### config.mk
export PLATFORM = sky130hd
export DESIGN_NAME = pdsr_top
export DESIGN_NICKNAME = d
export VERILOG_FILES = /design/src/rtl/pdsr_pkg.sv /design/src/rtl/pdsr_top.sv /design/src/rtl/pdsr_port.sv
export VERILOG_INCLUDE_DIRS = /design/src /design/src/rtl
export SDC_FILE = /design/constraint.sdc
export NUM_CORES = 1
export LEC_CHECK = 0
export ABC_AREA = 1
export BUFFER_PORTS_ARGS = -buffer_cell sky130_fd_sc_hd__buf_2
export CAP_MARGIN = 40
export CORE_MARGIN = 10
export CORE_UTILIZATION = 51
export DETAILED_ROUTE_END_ITERATION = 16
export GPL_TIMING_DRIVEN = 0
export MAX_ROUTING_LAYER = met4
export PLACE_DENSITY = 0.85
export SYNTH_ARGS = -nofsm -noshare
export SYNTH_HDL_FRONTEND = slang
export SYNTH_HIERARCHICAL = 1
export SYNTH_SLANG_ARGS = --single-unit
### constraint.sdc
create_clock -name pclk -period 3.2 [get_ports pclk]
set_input_delay 0 -clock pclk [delete_from_list [all_inputs] [get_ports pclk]]
set_output_delay 0 -clock pclk [all_outputs]
set_load 0.02 [all_outputs]
### src/rtl/pdsr_defs.svh
// Register offsets, field positions, reset values and codes of the diagnostic/status bank
`ifndef PDSR_DEFS_SVH
`define PDSR_DEFS_SVH

// ----------------------------------------------------------------------------
// Register indices (byte address is four times the index)
// ----------------------------------------------------------------------------
`define PDSR_IDX_EXT_CAP 12'h11e
`define PDSR_IDX_LOOPBACK 12'h122
`define PDSR_IDX_CABLE_DIAG 12'h124
`define PDSR_IDX_LINE_LINK 12'h126
`define PDSR_IDX_RX_SYM_ERR 12'h12a
`define PDSR_IDX_IRQ_STATUS 16'h0f00
`define PDSR_IDX_IRQ_MASK 16'h0f02
`define PDSR_IDX_XMAC_LOOPBACK 16'h0f04
`define PDSR_PORT_FIRST 4'h1
`define PDSR_PORT_LAST 4'h2

// ----------------------------------------------------------------------------
// Field positions
// ----------------------------------------------------------------------------
`define PDSR_CAP_XFD_BIT 15
`define PDSR_CAP_XHD_BIT 14
`define PDSR_CAP_TFD_BIT 13
`define PDSR_CAP_THD_BIT 12
`define PDSR_LB_BIT 8
`define PDSR_DIAG_EN_BIT 15
`define PDSR_DIAG_RSV_BIT 14
`define PDSR_DIAG_PAIR_HI 13
`define PDSR_DIAG_PAIR_LO 12
`define PDSR_DIAG_RSV2_HI 11
`define PDSR_DIAG_RSV2_LO 10
`define PDSR_DIAG_RES_HI 9
`define PDSR_DIAG_RES_LO 8
`define PDSR_LINK_GIG_BIT 1
`define PDSR_LINK_FAST_BIT 0
`define PDSR_EV_DIAG_DONE 0
`define PDSR_EV_LINK_CHG 1
`define PDSR_EV_CNT_SAT 2

// ----------------------------------------------------------------------------
// Reset values and codes
// ----------------------------------------------------------------------------
`define PDSR_LB_RST 16'h00f4
`define PDSR_LB_WMASK 16'hfffc
`define PDSR_PAIR_RST 2'h0
`define PDSR_RES_NONE 2'h0
`define PDSR_RES_RSVD 2'h3
`define PDSR_CNT_RST 16'h0000
`define PDSR_CNT_MAX 16'hffff

`endif

### src/rtl/pdsr_pkg.sv
// Types shared by the diagnostic/status bank
package pdsr_pkg;

  // One data beat on a loopback-capable path
  typedef struct packed {
    logic valid;
    logic last;
    logic err;
    logic [7:0] data;
  } pdsr_beat_t;

  // Register write request to one port
  typedef struct packed {
    logic [11:0] idx;
    logic wr;
    logic [15:0] wdata;
    logic [15:0] wmask;
  } pdsr_wreq_t;

  // Cable tester answer
  typedef struct packed {
    logic done;
    logic [1:0] result;
  } pdsr_diag_ans_t;

  // Engine states of the cable test
  typedef enum logic [1:0] {
    PDSR_DIAG_IDLE = 2'b01,
    PDSR_DIAG_RUN = 2'b10
  } pdsr_diag_st_t;

endpackage : pdsr_pkg

### src/rtl/pdsr_top.sv
// APB register bank, interrupt logic and loopback data paths for two copper ports
//
// Register access over APB was decided locally.
`timescale 1ns/100ps
`include "pdsr_defs.svh"
module pdsr_top #(
  parameter int NPORT = 2
) (
  // Clock and reset
  input wire logic pclk,
  input wire logic presetn,

  // APB slave
  input wire logic psel,
  input wire logic penable,
  input wire logic pwrite,
  input wire logic [17:0] paddr,
  input wire logic [31:0] pwdata,
  input wire logic [3:0] pstrb,
  output logic [31:0] prdata,
  output logic pready,
  output logic pslverr,

  // Interrupt
  output logic irq,

  // Cable tester per copper port
  output logic [NPORT-1:0] diag_run,
  output logic [2*NPORT-1:0] diag_pair,
  input pdsr_pkg::pdsr_diag_ans_t [NPORT-1:0] diag_ans,

  // Link state per copper port
  input wire logic [NPORT-1:0] link_gig,
  input wire logic [NPORT-1:0] link_fast,

  // Copper line data per port
  input pdsr_pkg::pdsr_beat_t [NPORT-1:0] line_rx,
  output pdsr_pkg::pdsr_beat_t [NPORT-1:0] line_tx,

  // Fabric side per copper port
  input pdsr_pkg::pdsr_beat_t [NPORT-1:0] fab_tx,
  output pdsr_pkg::pdsr_beat_t [NPORT-1:0] fab_rx,

  // External MAC port pins and fabric side
  input pdsr_pkg::pdsr_beat_t xmac_txd,
  output pdsr_pkg::pdsr_beat_t xmac_rxd,
  input pdsr_pkg::pdsr_beat_t xfab_tx,
  output pdsr_pkg::pdsr_beat_t xfab_rx
);

  // Events per port: test done, link change, saturation
  localparam int NEV = 3;
  localparam int NIRQ = NEV * NPORT;
  // Idle beat: valid low, all fields zero
  localparam pdsr_pkg::pdsr_beat_t IDLE_BEAT = '0;

  // ----------------------------------------------------------------------------
  // Declarations
  // ----------------------------------------------------------------------------
  // Bus answer
  logic [31:0] prdata_q, prdata_d;
  logic pready_q;
  logic pslverr_q, pslverr_d;
  logic [15:0] last_rd_q;

  // Interrupt state
  logic irq_q;
  logic [NIRQ-1:0] ist_q, ist_d;
  logic [NIRQ-1:0] imask_q, imask_d;
  logic [NIRQ-1:0] ev;

  // External MAC loopback
  logic [15:0] xlb_q, xlb_d;

  // Registered tester controls
  logic [NPORT-1:0] run_q;
  logic [2*NPORT-1:0] pair_q;

  // Data path registers and next values
  pdsr_pkg::pdsr_beat_t [NPORT-1:0] line_tx_q, fab_rx_q;
  pdsr_pkg::pdsr_beat_t [NPORT-1:0] tx_sel_v, rx_sel_v;
  pdsr_pkg::pdsr_beat_t xmac_rxd_q, xfab_rx_q;

  // Per-port results
  logic [NPORT-1:0] loop_en;
  logic [NPORT-1:0] p_run;
  logic [2*NPORT-1:0] p_pair;
  logic [15:0] p_rdata [NPORT];
  logic [NPORT-1:0] p_hit;
  pdsr_pkg::pdsr_wreq_t [NPORT-1:0] p_wreq;
  logic [NPORT-1:0] p_rdclr;

  // ----------------------------------------------------------------------------
  // APB phase decode
  // ----------------------------------------------------------------------------
  // Setup cycle loads read data; access cycle completes with pready from a flop
  // Every transfer takes one access cycle, never a wait.
  // Side effects act only at the completing edge.
  wire [15:0] idx = paddr[17:2];
  wire [3:0] port_nib = idx[15:12];
  wire setup = psel && !penable;
  wire done = psel && penable && pready_q;
  wire wr_done = done && pwrite;
  wire rd_done = done && !pwrite;

  // Map: two port windows plus own words
  wire [15:0] wmask = {{8{pstrb[1]}}, {8{pstrb[0]}}};
  wire is_port = (port_nib >= `PDSR_PORT_FIRST) && (port_nib <= `PDSR_PORT_LAST);
  wire [3:0] port_sel = port_nib - `PDSR_PORT_FIRST;
  wire hit_ist = (idx == `PDSR_IDX_IRQ_STATUS);
  wire hit_imask = (idx == `PDSR_IDX_IRQ_MASK);
  wire hit_xlb = (idx == `PDSR_IDX_XMAC_LOOPBACK);

  // Any hit answers without error
  wire port_hit = is_port && p_hit[port_sel[0]];
  wire mapped = hit_ist || hit_imask || hit_xlb || port_hit;
  wire rx_cnt_sel = (idx[11:0] == `PDSR_IDX_RX_SYM_ERR);

  // ----------------------------------------------------------------------------
  // Per-port register sets
  // ----------------------------------------------------------------------------
  // One instance per copper port; the upper address nibble picks it
  // Missing port windows answer with a bus error.
  for (genvar g = 0; g < NPORT; g++) begin : g_port
    wire port_me = is_port && (port_sel == 4'(g));
    // Writes reach a port only at completion
    assign p_wreq[g].idx = idx[11:0];
    assign p_wreq[g].wr = wr_done && port_me;
    assign p_wreq[g].wdata = pwdata[15:0];
    assign p_wreq[g].wmask = wmask;
    // Read-clear only for this port's counter
    assign p_rdclr[g] = rd_done && port_me && rx_cnt_sel;

    pdsr_port u_port (
      .pclk(pclk),
      .presetn(presetn),
      .wreq(p_wreq[g]),
      .rd_clr(p_rdclr[g]),
      .clr_val(last_rd_q),
      .rd_data(p_rdata[g]),
      .rd_hit(p_hit[g]),
      .diag_ans(diag_ans[g]),
      .link_gig(link_gig[g]),
      .link_fast(link_fast[g]),
      .line_rx(line_rx[g]),
      .loop_en(loop_en[g]),
      .diag_run(p_run[g]),
      .diag_pair(p_pair[2*g +: 2]),
      .events(ev[NEV*g +: NEV])
    );

    // Loopback turns the line receive beat straight round and starves the fabric
    assign tx_sel_v[g] = loop_en[g] ? line_rx[g] : fab_tx[g];
    assign rx_sel_v[g] = loop_en[g] ? IDLE_BEAT : line_rx[g];
  end

  // One register process for all copper paths
  // The fabric never sees a frame being echoed
  always_ff @(posedge pclk or negedge presetn) begin
    if (!presetn) begin
      line_tx_q <= '0;
      fab_rx_q <= '0;
    end else begin
      line_tx_q <= tx_sel_v;
      fab_rx_q <= rx_sel_v;
    end
  end

  // ----------------------------------------------------------------------------
  // External MAC port loopback
  // ----------------------------------------------------------------------------
  // Transmit pins come back out on the receive pins; the fabric sees idle
  // Loopback acts one cycle after the write
  wire xloop = xlb_q[`PDSR_LB_BIT];
  wire pdsr_pkg::pdsr_beat_t xrxd_sel = xloop ? xmac_txd : xfab_tx;
  wire pdsr_pkg::pdsr_beat_t xfab_sel = xloop ? IDLE_BEAT : xmac_txd;

  // Low two bits always read zero
  wire [15:0] xlb_keep = xlb_q & ~(wmask & `PDSR_LB_WMASK);
  wire [15:0] xlb_new = pwdata[15:0] & wmask & `PDSR_LB_WMASK;
  assign xlb_d = (wr_done && hit_xlb) ? (xlb_keep | xlb_new) : xlb_q;

  // Reset leaves external loopback off
  always_ff @(posedge pclk or negedge presetn) begin
    if (!presetn) begin
      xlb_q <= `PDSR_LB_RST;
      xmac_rxd_q <= IDLE_BEAT;
      xfab_rx_q <= IDLE_BEAT;
    end else begin
      xlb_q <= xlb_d;
      xmac_rxd_q <= xrxd_sel;
      xfab_rx_q <= xfab_sel;
    end
  end

  // ----------------------------------------------------------------------------
  // Interrupt status and mask
  // ----------------------------------------------------------------------------
  // Write one clears; an event in the same cycle keeps its bit set
  // All status bits sit in byte lane 0.
  // Masked events stay sticky for a later unmask.
  wire [NIRQ-1:0] ist_clr = (wr_done && hit_ist && pstrb[0]) ? pwdata[NIRQ-1:0] : '0;
  assign ist_d = (ist_q & ~ist_clr) | ev;
  assign imask_d = (wr_done && hit_imask && pstrb[0]) ? pwdata[NIRQ-1:0] : imask_q;

  // Next values, so irq tracks status without lag
  wire irq_d = |(ist_d & imask_d);

  // Status, mask and irq in one process
  always_ff @(posedge pclk or negedge presetn) begin
    if (!presetn) begin
      ist_q <= '0;
      imask_q <= '0;
      irq_q <= 1'b0;
    end else begin
      ist_q <= ist_d;
      imask_q <= imask_d;
      irq_q <= irq_d;
    end
  end

  // ----------------------------------------------------------------------------
  // Read data and answer
  // ----------------------------------------------------------------------------
  // Read value is taken at setup; the counter later subtracts exactly that value
  // prdata stays put even if the counter moves;
  // frames counted meanwhile are kept.
  wire [15:0] port_rd = p_rdata[port_sel[0]];
  wire [15:0] rd_word = hit_ist ? {{(16-NIRQ){1'b0}}, ist_q} :
    hit_imask ? {{(16-NIRQ){1'b0}}, imask_q} :
    hit_xlb ? xlb_q :
    port_hit ? port_rd : 16'h0000;

  // Error flag lives only with pready; no gate at the pin
  assign prdata_d = setup ? {16'h0000, rd_word} : prdata_q;
  assign pslverr_d = setup ? !mapped : 1'b0;

  // last_rd_q holds what the counter will subtract
  always_ff @(posedge pclk or negedge presetn) begin
    if (!presetn) begin
      prdata_q <= 32'h0000_0000;
      pready_q <= 1'b0;
      pslverr_q <= 1'b0;
      last_rd_q <= `PDSR_CNT_RST;
    end else begin
      prdata_q <= prdata_d;
      pready_q <= setup;
      pslverr_q <= pslverr_d;
      if (setup) last_rd_q <= rd_word;
    end
  end

  // Tester controls are registered so that every output leaves a flop
  // Harmless delay: the tester starts on a level
  always_ff @(posedge pclk or negedge presetn) begin
    if (!presetn) begin
      run_q <= '0;
      pair_q <= '0;
    end else begin
      run_q <= p_run;
      pair_q <= p_pair;
    end
  end

  // ----------------------------------------------------------------------------
  // Outputs
  // ----------------------------------------------------------------------------
  // Every output is a plain register copy
  assign prdata = prdata_q;
  assign pready = pready_q;
  assign pslverr = pslverr_q;
  assign irq = irq_q;
  assign diag_run = run_q;
  assign diag_pair = pair_q;

  // Data paths, one cycle behind their inputs
  assign line_tx = line_tx_q;
  assign fab_rx = fab_rx_q;
  assign xmac_rxd = xmac_rxd_q;
  assign xfab_rx = xfab_rx_q;

  // Limitation: port select uses one bit, so a third
  // copper port needs a wider select; beats must
  // already be in the bus clock domain.

endmodule : pdsr_top

### src/rtl/pdsr_port.sv
// Per-port register set: loopback, cable test, link status, symbol-error counter
`timescale 1ns/100ps
`include "pdsr_defs.svh"
module pdsr_port (
  // Clock and reset
  input wire logic pclk,
  input wire logic presetn,
  // Register access
  input pdsr_pkg::pdsr_wreq_t wreq,
  input wire logic rd_clr,
  input wire logic [15:0] clr_val,
  output logic [15:0] rd_data,
  output logic rd_hit,
  // Port core side
  input pdsr_pkg::pdsr_diag_ans_t diag_ans,
  input wire logic link_gig,
  input wire logic link_fast,
  input pdsr_pkg::pdsr_beat_t line_rx,
  // Control and events
  output logic loop_en,
  output logic diag_run,
  output logic [1:0] diag_pair,
  output logic [2:0] events
);

  logic [15:0] lb_q, lb_d;
  pdsr_pkg::pdsr_diag_st_t st_q, st_d;
  logic [4:0] dctl_q, dctl_d;
  logic [1:0] res_q, res_d;
  logic [1:0] link_q;
  logic [15:0] cnt_q, cnt_d;
  logic ferr_q;
  logic [16:0] cnt_sum;
  logic frame_bad;

  // ----------------------------------------------------------------------------
  // Register write decode
  // ----------------------------------------------------------------------------
  wire wr_lb = wreq.wr && (wreq.idx == `PDSR_IDX_LOOPBACK);
  wire wr_diag = wreq.wr && (wreq.idx == `PDSR_IDX_CABLE_DIAG);
  wire [15:0] lb_keep = lb_q & ~(wreq.wmask & `PDSR_LB_WMASK);
  wire [15:0] lb_new = wreq.wdata & wreq.wmask & `PDSR_LB_WMASK;
  wire hi_lane = wreq.wmask[`PDSR_DIAG_EN_BIT];
  wire diag_start = wr_diag && hi_lane && wreq.wdata[`PDSR_DIAG_EN_BIT];
  wire diag_stop = wr_diag && hi_lane && !wreq.wdata[`PDSR_DIAG_EN_BIT];
  wire finished = (st_q == pdsr_pkg::PDSR_DIAG_RUN) && diag_ans.done;

  // Loopback and static control fields
  assign lb_d = wr_lb ? (lb_keep | lb_new) : lb_q;
  assign dctl_d = (wr_diag && hi_lane) ?
    {wreq.wdata[`PDSR_DIAG_RSV_BIT], wreq.wdata[`PDSR_DIAG_PAIR_HI:`PDSR_DIAG_PAIR_LO],
     wreq.wdata[`PDSR_DIAG_RSV2_HI:`PDSR_DIAG_RSV2_LO]} : dctl_q;

  // Cable test engine; a fresh start beats a completion in the same cycle
  always_comb begin
    st_d = st_q;
    unique case (st_q)
      pdsr_pkg::PDSR_DIAG_IDLE: begin
        if (diag_start) st_d = pdsr_pkg::PDSR_DIAG_RUN;
      end
      pdsr_pkg::PDSR_DIAG_RUN: begin
        if (diag_stop) st_d = pdsr_pkg::PDSR_DIAG_IDLE;
        else if (diag_start) st_d = pdsr_pkg::PDSR_DIAG_RUN;
        else if (diag_ans.done) st_d = pdsr_pkg::PDSR_DIAG_IDLE;
      end
      default: st_d = pdsr_pkg::PDSR_DIAG_IDLE;
    endcase
  end

  // Reserved result code is never shown: the last valid result stays
  assign res_d = (finished && !diag_start && diag_ans.result != `PDSR_RES_RSVD) ?
    diag_ans.result : res_q;

  // Saturating counter; a read subtracts what it returned so no frame is lost
  assign frame_bad = line_rx.valid && line_rx.last && (ferr_q || line_rx.err);
  assign cnt_sum = {1'b0, cnt_q} - {1'b0, (rd_clr ? clr_val : `PDSR_CNT_RST)}
    + {16'h0000, frame_bad};
  assign cnt_d = cnt_sum[16] ? `PDSR_CNT_MAX : cnt_sum[15:0];

  // ----------------------------------------------------------------------------
  // State flops
  // ----------------------------------------------------------------------------
  always_ff @(posedge pclk or negedge presetn) begin
    if (!presetn) begin
      lb_q <= `PDSR_LB_RST;
      st_q <= pdsr_pkg::PDSR_DIAG_IDLE;
      dctl_q <= {1'b0, `PDSR_PAIR_RST, 2'b00};
      res_q <= `PDSR_RES_NONE;
      cnt_q <= `PDSR_CNT_RST;
    end else begin
      lb_q <= lb_d;
      st_q <= st_d;
      dctl_q <= dctl_d;
      res_q <= res_d;
      cnt_q <= cnt_d;
    end
  end

  // Frame error tracking and link sampling
  always_ff @(posedge pclk or negedge presetn) begin
    if (!presetn) begin
      ferr_q <= 1'b0;
      link_q <= 2'h0;
    end else begin
      if (line_rx.valid) ferr_q <= line_rx.err && !line_rx.last;
      link_q <= {link_gig, link_fast};
    end
  end

  // ----------------------------------------------------------------------------
  // Read mux and outputs
  // ----------------------------------------------------------------------------
  wire [15:0] cap_word = (16'h0001 << `PDSR_CAP_TFD_BIT) | (16'h0001 << `PDSR_CAP_THD_BIT);
  wire [15:0] diag_word = {(st_q == pdsr_pkg::PDSR_DIAG_RUN), dctl_q, res_q, 8'h00};
  always_comb begin
    rd_hit = 1'b1;
    unique case (wreq.idx)
      `PDSR_IDX_EXT_CAP: rd_data = cap_word;
      `PDSR_IDX_LOOPBACK: rd_data = lb_q;
      `PDSR_IDX_CABLE_DIAG: rd_data = diag_word;
      `PDSR_IDX_LINE_LINK: rd_data = {14'h0000, link_q};
      `PDSR_IDX_RX_SYM_ERR: rd_data = cnt_q;
      default: begin
        rd_data = 16'h0000;
        rd_hit = 1'b0;
      end
    endcase
  end

  assign loop_en = lb_q[`PDSR_LB_BIT];
  assign diag_run = (st_q == pdsr_pkg::PDSR_DIAG_RUN);
  assign diag_pair = dctl_q[3:2];
  assign events[`PDSR_EV_DIAG_DONE] = finished && !diag_start && !diag_stop;
  assign events[`PDSR_EV_LINK_CHG] = (link_q != {link_gig, link_fast});
  assign events[`PDSR_EV_CNT_SAT] = cnt_sum[16] && !rd_clr;

endmodule : pdsr_port

==> metrics, run 1 <==
outcome complete, but fails checks; failing checks setup timing; startpoint types register; final hold viol count 0; Post-synth EDFFs 0; clock root cell clkbuf_16; Primary FF master, synth dfrtp_1; crit path DAT 3.98 ns; Synth cell types 56; flops & latches, synth between 200 and 250; Clock Sink Count 201; worst hold path class input port to register; grt total ovfl 0; vias in the first global route 12.8k; Design Area, Final 17200 um2; CP startpoint pready$_DFF_PN0_; CP Capture Type register; hold path cells 3; first-pass GRT wire length around 67 mm; Port Buffer Count slightly above 200; met2 usage 45.9%; Nets 2173; post-layout util 73.4%; largest net degree at the start of global routing 117; met3 usage in global routing under 10%; placed wire-length estimate roughly 29 mm; Slew Viols, Final 0; initial antenna violation count 5; Routed Wire Length 46.8 mm; Cell Pwr Density ~760 nW/um2; Synth warnings 6; post-synth top area cell dfrtp_1; detailed-route via count 13.0k; Tightest Pin Transition 0.876 ns; placed cell areas about 14000 um2; fillcell total 1495; All-Layer GR Usage between 20 and 30%; Pre-Repair DR Iteration Count 8; fraction of the cycle the final worst path needs 110%; synthesis-to-finish area growth 41.6%; Clock Tree Buf Depth 3; CTS H-tree depth 1; post-synthesis sequential area ratio approximately 42%; flop2flop setup slack -0.33 ns; CTS clock-pin slew for the worst setup and hold paths 0.06 ns; Initial Utilization 51.8%; Fmax 0.283 GHz; fin cells 2306; total CTS buffers 22; Die Area 30400 um2; Initial DRC Count 1422; crit path kind register to register; MaxCap Viol Count 0; GPL Wtd Cong 0.964; Leakage 9.03 nW; R2R Path End irq$_DFF_PN0_; Area contributors post-synth dfrtp_1 38%, nand2_1 13%, inv_1 7.4%; RSZ-0062 raised after global routing yes; Post-route DRC 0; worst relative slew slack about two fifths; Die X-Extent 174 um; Req. time, crit path 3.65 ns; Routed Antenna Nets 0; Post-Syn Area per Cell a little under 8 um2; placed insts 2104; Reg2Reg Depth 26; worst-path maximum fanout 5; Post-Syn Area 12200 um2; Die Y 174 um; met1 Usage GRT between 30% and 40%; Setup WS post-layout -0.332 ns; via-per-instance ratio approximately 5.7; Peak VDD IR 0.626 mV; CP endpoint irq$_DFF_PN0_; Rows 56; Synth async-reset ratio 100%; CTS tree yes; RR Startpoint pready$_DFF_PN0_; clk_lat worst skew between 0.5 and 0.6 ns; core footprint between 20000 and 25000 um2; IO Count 242; global routing's busiest layer met2; Synth top area share 37.8%; share of cells above drive strength 1 30.5%; DR WL/cell around 20 um; Synth Instances 1565; minimum clock period around 3.5 ns; Final setup viols 35; Final Skew 0.0140 ns
stage by stage:
step                      hold WS [ns]  total power [mW]  TNS, ns  setup WS [ns]
final                           0.0280              13.1    -6.80         -0.332
after global routing            0.0457              13.7    -9.29         -0.400
after CTS                      0.00175              11.5   -0.544         -0.119
after detailed placement         0.136              7.76    -5.30         -0.466
after global placement           0.135              7.61  -218.02          -1.55
after floorplan                 -0.296              6.62        0         0.0322
routing by layer:
metal / part of all wire [%] / vias up
li1: - / 5697
met1: 35 / 6115
met2: 48 / 916
met3: 8.4 / 310
met4: 8.3 / 0
met5: 0 / -
cells in the final DEF (no fill, tap or decap), drive strengths merged, types with 17 or more instances in the layout:
cell type    netlist  routed
nand3             75      75
dfstp             17      17
dlygate4sd3        0     117
nand2            473     473
clkbuf            19      50
inv              249     250
o21ai             75      75
buf               38     287
dfrtp            184     184
nand4             31      31
nor2             159     159
ha                68      68
a21oi             81      81
layout make-up:
| type | instances | area, um2 | share of cell area, % |
|---|---|---|---|
| sequential | 201 | 5050 | 29.3 |
| buffer | 57 | 462 | 2.68 |
| clock buffer | 33 | 673 | 3.91 |
| clock inverter | 5 | 53.8 | 0.312 |
| multi-input combinational | 1071 | 6990 | 40.6 |
| tap | 319 | 399 | 2.32 |
| timing repair buffer | 364 | 2650 | 15.3 |
| antenna | 5 | 12.5 | 0.0726 |
| inverter | 251 | 945 | 5.48 |
what timing repair did:
action	CTS	global route
endpoints found under the hold margin	262	0
cloned	3	1
setup endpoints to repair	33	35
setup buffers	17	23
gates resized for setup	66	129
hold buffers	117	0
pin swaps	10	58
Yosys cell counts, types with 2 or more instances:
cell type    n
nor3_1       5
mux2_1       2
o22ai_1      8
nand3_4      3
o21bai_1     3
nor4_1       3
nand3_1     66
nand2_2     26
clkinv_1     2
buf_8        2
xnor2_1     15
dfstp_2     17
nor2_2       7
and2_1       4
nand2_1    427
dfrtp_1    184
xor2_1       2
nand4_1     29
ha_1        68
buf_4       21
nor3_2       2
inv_2        9
a21o_1       2
o21ai_0     56
fa_1         2
inv_1      240
nor2_8       3
o21ai_1     14
buf_6        9
or2_1        2
clkbuf_1    18
o21ai_2      5
a21oi_1     80
nor2_1     142
nand3_2      6
nor2_4       7
buf_2        5
nand3b_1     7
nand2_4     20
o211ai_1    15
or2_2       12
kinds of logic after synthesis:
group                      after synthesis  share of synthesized area, %
and+or+nand+nor                        778                          30.0
buffers and inverters                  308                          11.1
DFF                                    201                          41.5
AOI/OAI and AO/OA                      188                          8.70
adders and majority gates               70                          7.32
xor gates and xnor gates                17                          1.22
muxes                                    2                         0.185
other                                    1                        0.0308
worst min path at each step:
stage | from | to
2_1_floorplan | presetn | asynchronous set/reset pin
3_3_place_gp | link_fast[1] | g_port[1].u_port/link_q[0]$_DFF_PN0_
3_5_place_dp | presetn | diag_run[0]$_DFF_PN0_
4_1_cts | psel | last_rd_q[1]$_DFFE_PN0P_
5_1_grt | pstrb[1] | register
6_report | pstrb[1] | register
critical path, stage by stage (launching register included):
cell	delay, ns
dfrtp_2	0.37
nand3_2	0.07
nor4_1	0.21
or3b_4	0.45
nor2_4	0.14
buf_8	0.17
nand2_4	0.07
inv_4	0.07
ha_4	0.12
inv_2	0.04
ha_4	0.16
fa_2	0.40
nand3_2	0.10
nand2_4	0.08
nand2_4	0.08
nand2_4	0.07
nand2_4	0.09
nand2_2	0.05
nand2_2	0.09
nand2_4	0.09
nor2_4	0.16
inv_2	0.05
nand2_2	0.07
nand2_1	0.06
nand2_1	0.07
nor2_1	0.04
nand2_1	0.06
power by group:
group / total [mW] / leakage [nW] / switching, mW / internal [mW]
registers: 3.08 / 2.36 / 0.252 / 2.83
logic: 7.42 / 6.31 / 4.13 / 3.29
clock network: 2.58 / 0.362 / 1.06 / 1.53
total: 13.1 / 9.03 / 5.43 / 7.65
(Power assumes the default switching activity.)
==> run 2: changes to the inputs <==
GPL_TIMING_DRIVEN = default   (was 0)
==> run 2 against run 1 <==
The run still ends with setup timing left; die area is the same; routed wire length shrank 4.6%; worst setup slack gained 0.033 ns; clock power is essentially flat; combinational power shrank 12%.
==> metrics, run 2 (synthesized netlist as in run 1, its figures left out) <==
Peak VDD IR 0.636 mV; largest net degree at the start of global routing between 90 and 100; core footprint 23500 um2; global routing's busiest layer met2; startpoint types register; fraction of the cycle the final worst path needs 109%; final hold viol count 0; cell at the slowest stage of the critical path or3b_4; failing checks setup timing; worst path buffer plus inverter count 4; placed wire-length estimate 29.1 mm; CP startpoint pready$_DFF_PN0_; RSZ-0062 raised after global routing yes; Nets roughly 2.1k; Clock Tree Buf Depth 3; Initial DRC Count 1577; Rows 56; MaxCap Viol Count 0; most frequent cells in the layout 400 x nand2_1, 237 x inv_1, 204 x buf_2; Die Y 174 um; crit path kind register to register; Register Area around 5100 um2; detailed-route via count around 13k; Routed Wire Length 44.6 mm; worst relative slew slack between 40 and 50%; share of cells above drive strength 1 between 20 and 30%; Cell Pwr Density 733 nW/um2; pre-CTS WS -0.0809 ns; met1 Usage GRT 30.7%; Leakage 8.75 nW; hold_sp pstrb[1]; clk_lat worst skew around 0.52 ns; Setup WS post-layout -0.298 ns; clock root cell clkbuf_16; CTS clock-pin slew for the worst setup and hold paths 0.07 ns; crit path DAT 3.91 ns; Port Buffer Count 205; most common cell after layout, fill and taps aside nand2_1; Tightest Pin Transition 0.760 ns; area of the multi-input gates 6690 um2; Die Area ~30000 um2; Post-route DRC 0; Final Skew roughly 0.018 ns; CTS H-tree depth 1; worst-path maximum fanout 3; crit-path most repeated cell nand2_1; fillcell total 1661; Fmax about 0.29 GHz; CP Capture Type register; CTS tree yes; via-per-instance ratio 5.53; first-pass GRT wire length 66.9 mm; IO Count 242; outcome complete, but fails checks; minimum clock period ~3.5 ns; Req. time, crit path 3.61 ns; post-layout util 70.8%; fin cells about 2.3k; total CTS buffers 22; All-Layer GR Usage 27.8%; Clock Sink Count 201; met2 usage 47.1%; Worst path max stage delay roughly 0.45 ns; grt total ovfl 0; worst hold path class input port to register; Die X-Extent 174 um; Crit path max-delay family simple AND/OR/NAND/NOR gates; initial antenna violation count 3; RR Startpoint pready$_DFF_PN0_; Slew Viols, Final 0; GPL Wtd Cong 1.04; Final setup viols 34; vias in the first global route 12.7k; Routed Antenna Nets 0; worst-case hold slack roughly 0.043 ns; DR WL/cell 19.6 um; met3 usage in global routing 4.79%; synthesis-to-finish area growth 36.5%; Initial Utilization approximately half; placed insts 2111; Pre-Repair DR Iteration Count 9
-- run 2: changes by cell type in the layout (fill, tap and decap cells not counted), moves of 9 or more --
cell,before,now
inv_1,227,237
buf_6,17,3
buf_4,50,69
nand2_4,34,20
nand2_1,379,400
clkbuf_1,18,7
inv_2,21,12
-- run 2: metrics by stage --
stage	setup TNS, ns	power [mW]	cell area (um2)
2_1_floorplan	0	6.62	12400
3_3_place_gp	-0.0109	8.01	13900
3_5_place_dp	-0.187	8.16	13900
4_1_cts	-0.0313	11.2	16100
5_1_grt	-5.18	12.9	16600
6_report	-2.55	12.2	16600
-- run 2: final timing paths --
check                                                  endpoint  slack [ns]  cells past startpoint
min in group asynchronous  g_port[0].u_port/st_q[1]$_DFFE_PN0P_        0.11                      2
hold / removal                                         register        0.04                      3
setup reg to reg                                  irq$_DFF_PN0_       -0.30                     26
max in group asynchronous                  line_tx[2]$_DFF_PN0_        2.18                      3
setup / recovery                                  irq$_DFF_PN0_       -0.30                     26
hold reg to reg                          diag_pair[1]$_DFF_PN0_        0.41                      0
-- run 2: repair_timing --
action | 4_1_cts | 5_1_grt
hold endpoints to repair | 230 | 0
hold buffers | 112 | 0
endpoints found under the setup margin | 11 | 35
gates resized for setup | 48 | 66
buffers inserted | 6 | 6
pin swaps | 11 | 25
cloned | 0 | 1
-- run 2: cell type report --
type                       count  share of cell area, %
timing repair buffer         394                   16.9
sequential                   201                   30.4
antenna                        3                 0.0452
tap                          319                   2.40
clock inverter                 7                  0.444
multi-input combinational   1071                   40.3
inverter                     251                   5.67
clock buffer                  33                   3.87
-- run 2: worst register-to-register path, stage by stage (launching register included) --
cell,delay (ns)
dfrtp_2,0.37
nand3_2,0.07
nor4_2,0.13
or3b_4,0.45
nor2_4,0.11
buf_6,0.13
nand2_1,0.09
inv_1,0.14
ha_1,0.26
inv_1,0.09
ha_2,0.21
fa_2,0.26
nand3_2,0.10
nand2_2,0.09
nand2_2,0.06
nand2_2,0.08
nand2_2,0.06
nand2_1,0.09
nand2_2,0.07
nand2_4,0.10
nor2_2,0.04
inv_1,0.06
nand2_1,0.07
nand2_1,0.06
nand2_1,0.05
nor2_1,0.08
nand2_1,0.06
-- run 2: where the power goes --
group | total, mW | leakage [nW] | switching (mW) | internal (mW)
sequential | 3.12 | 2.36 | 0.286 | 2.83
clock | 2.56 | 0.348 | 1.08 | 1.48
combinational | 6.50 | 6.04 | 3.65 | 2.85
total | 12.2 | 8.75 | 5.02 | 7.16
-- run 2: per-layer routing --
metal  up-vias  part of all wire, %
met5         -                    0
met4         0                  7.0
met3       251                  9.0
met2       818                   49
met1      5882                   35
li1       5644                    -
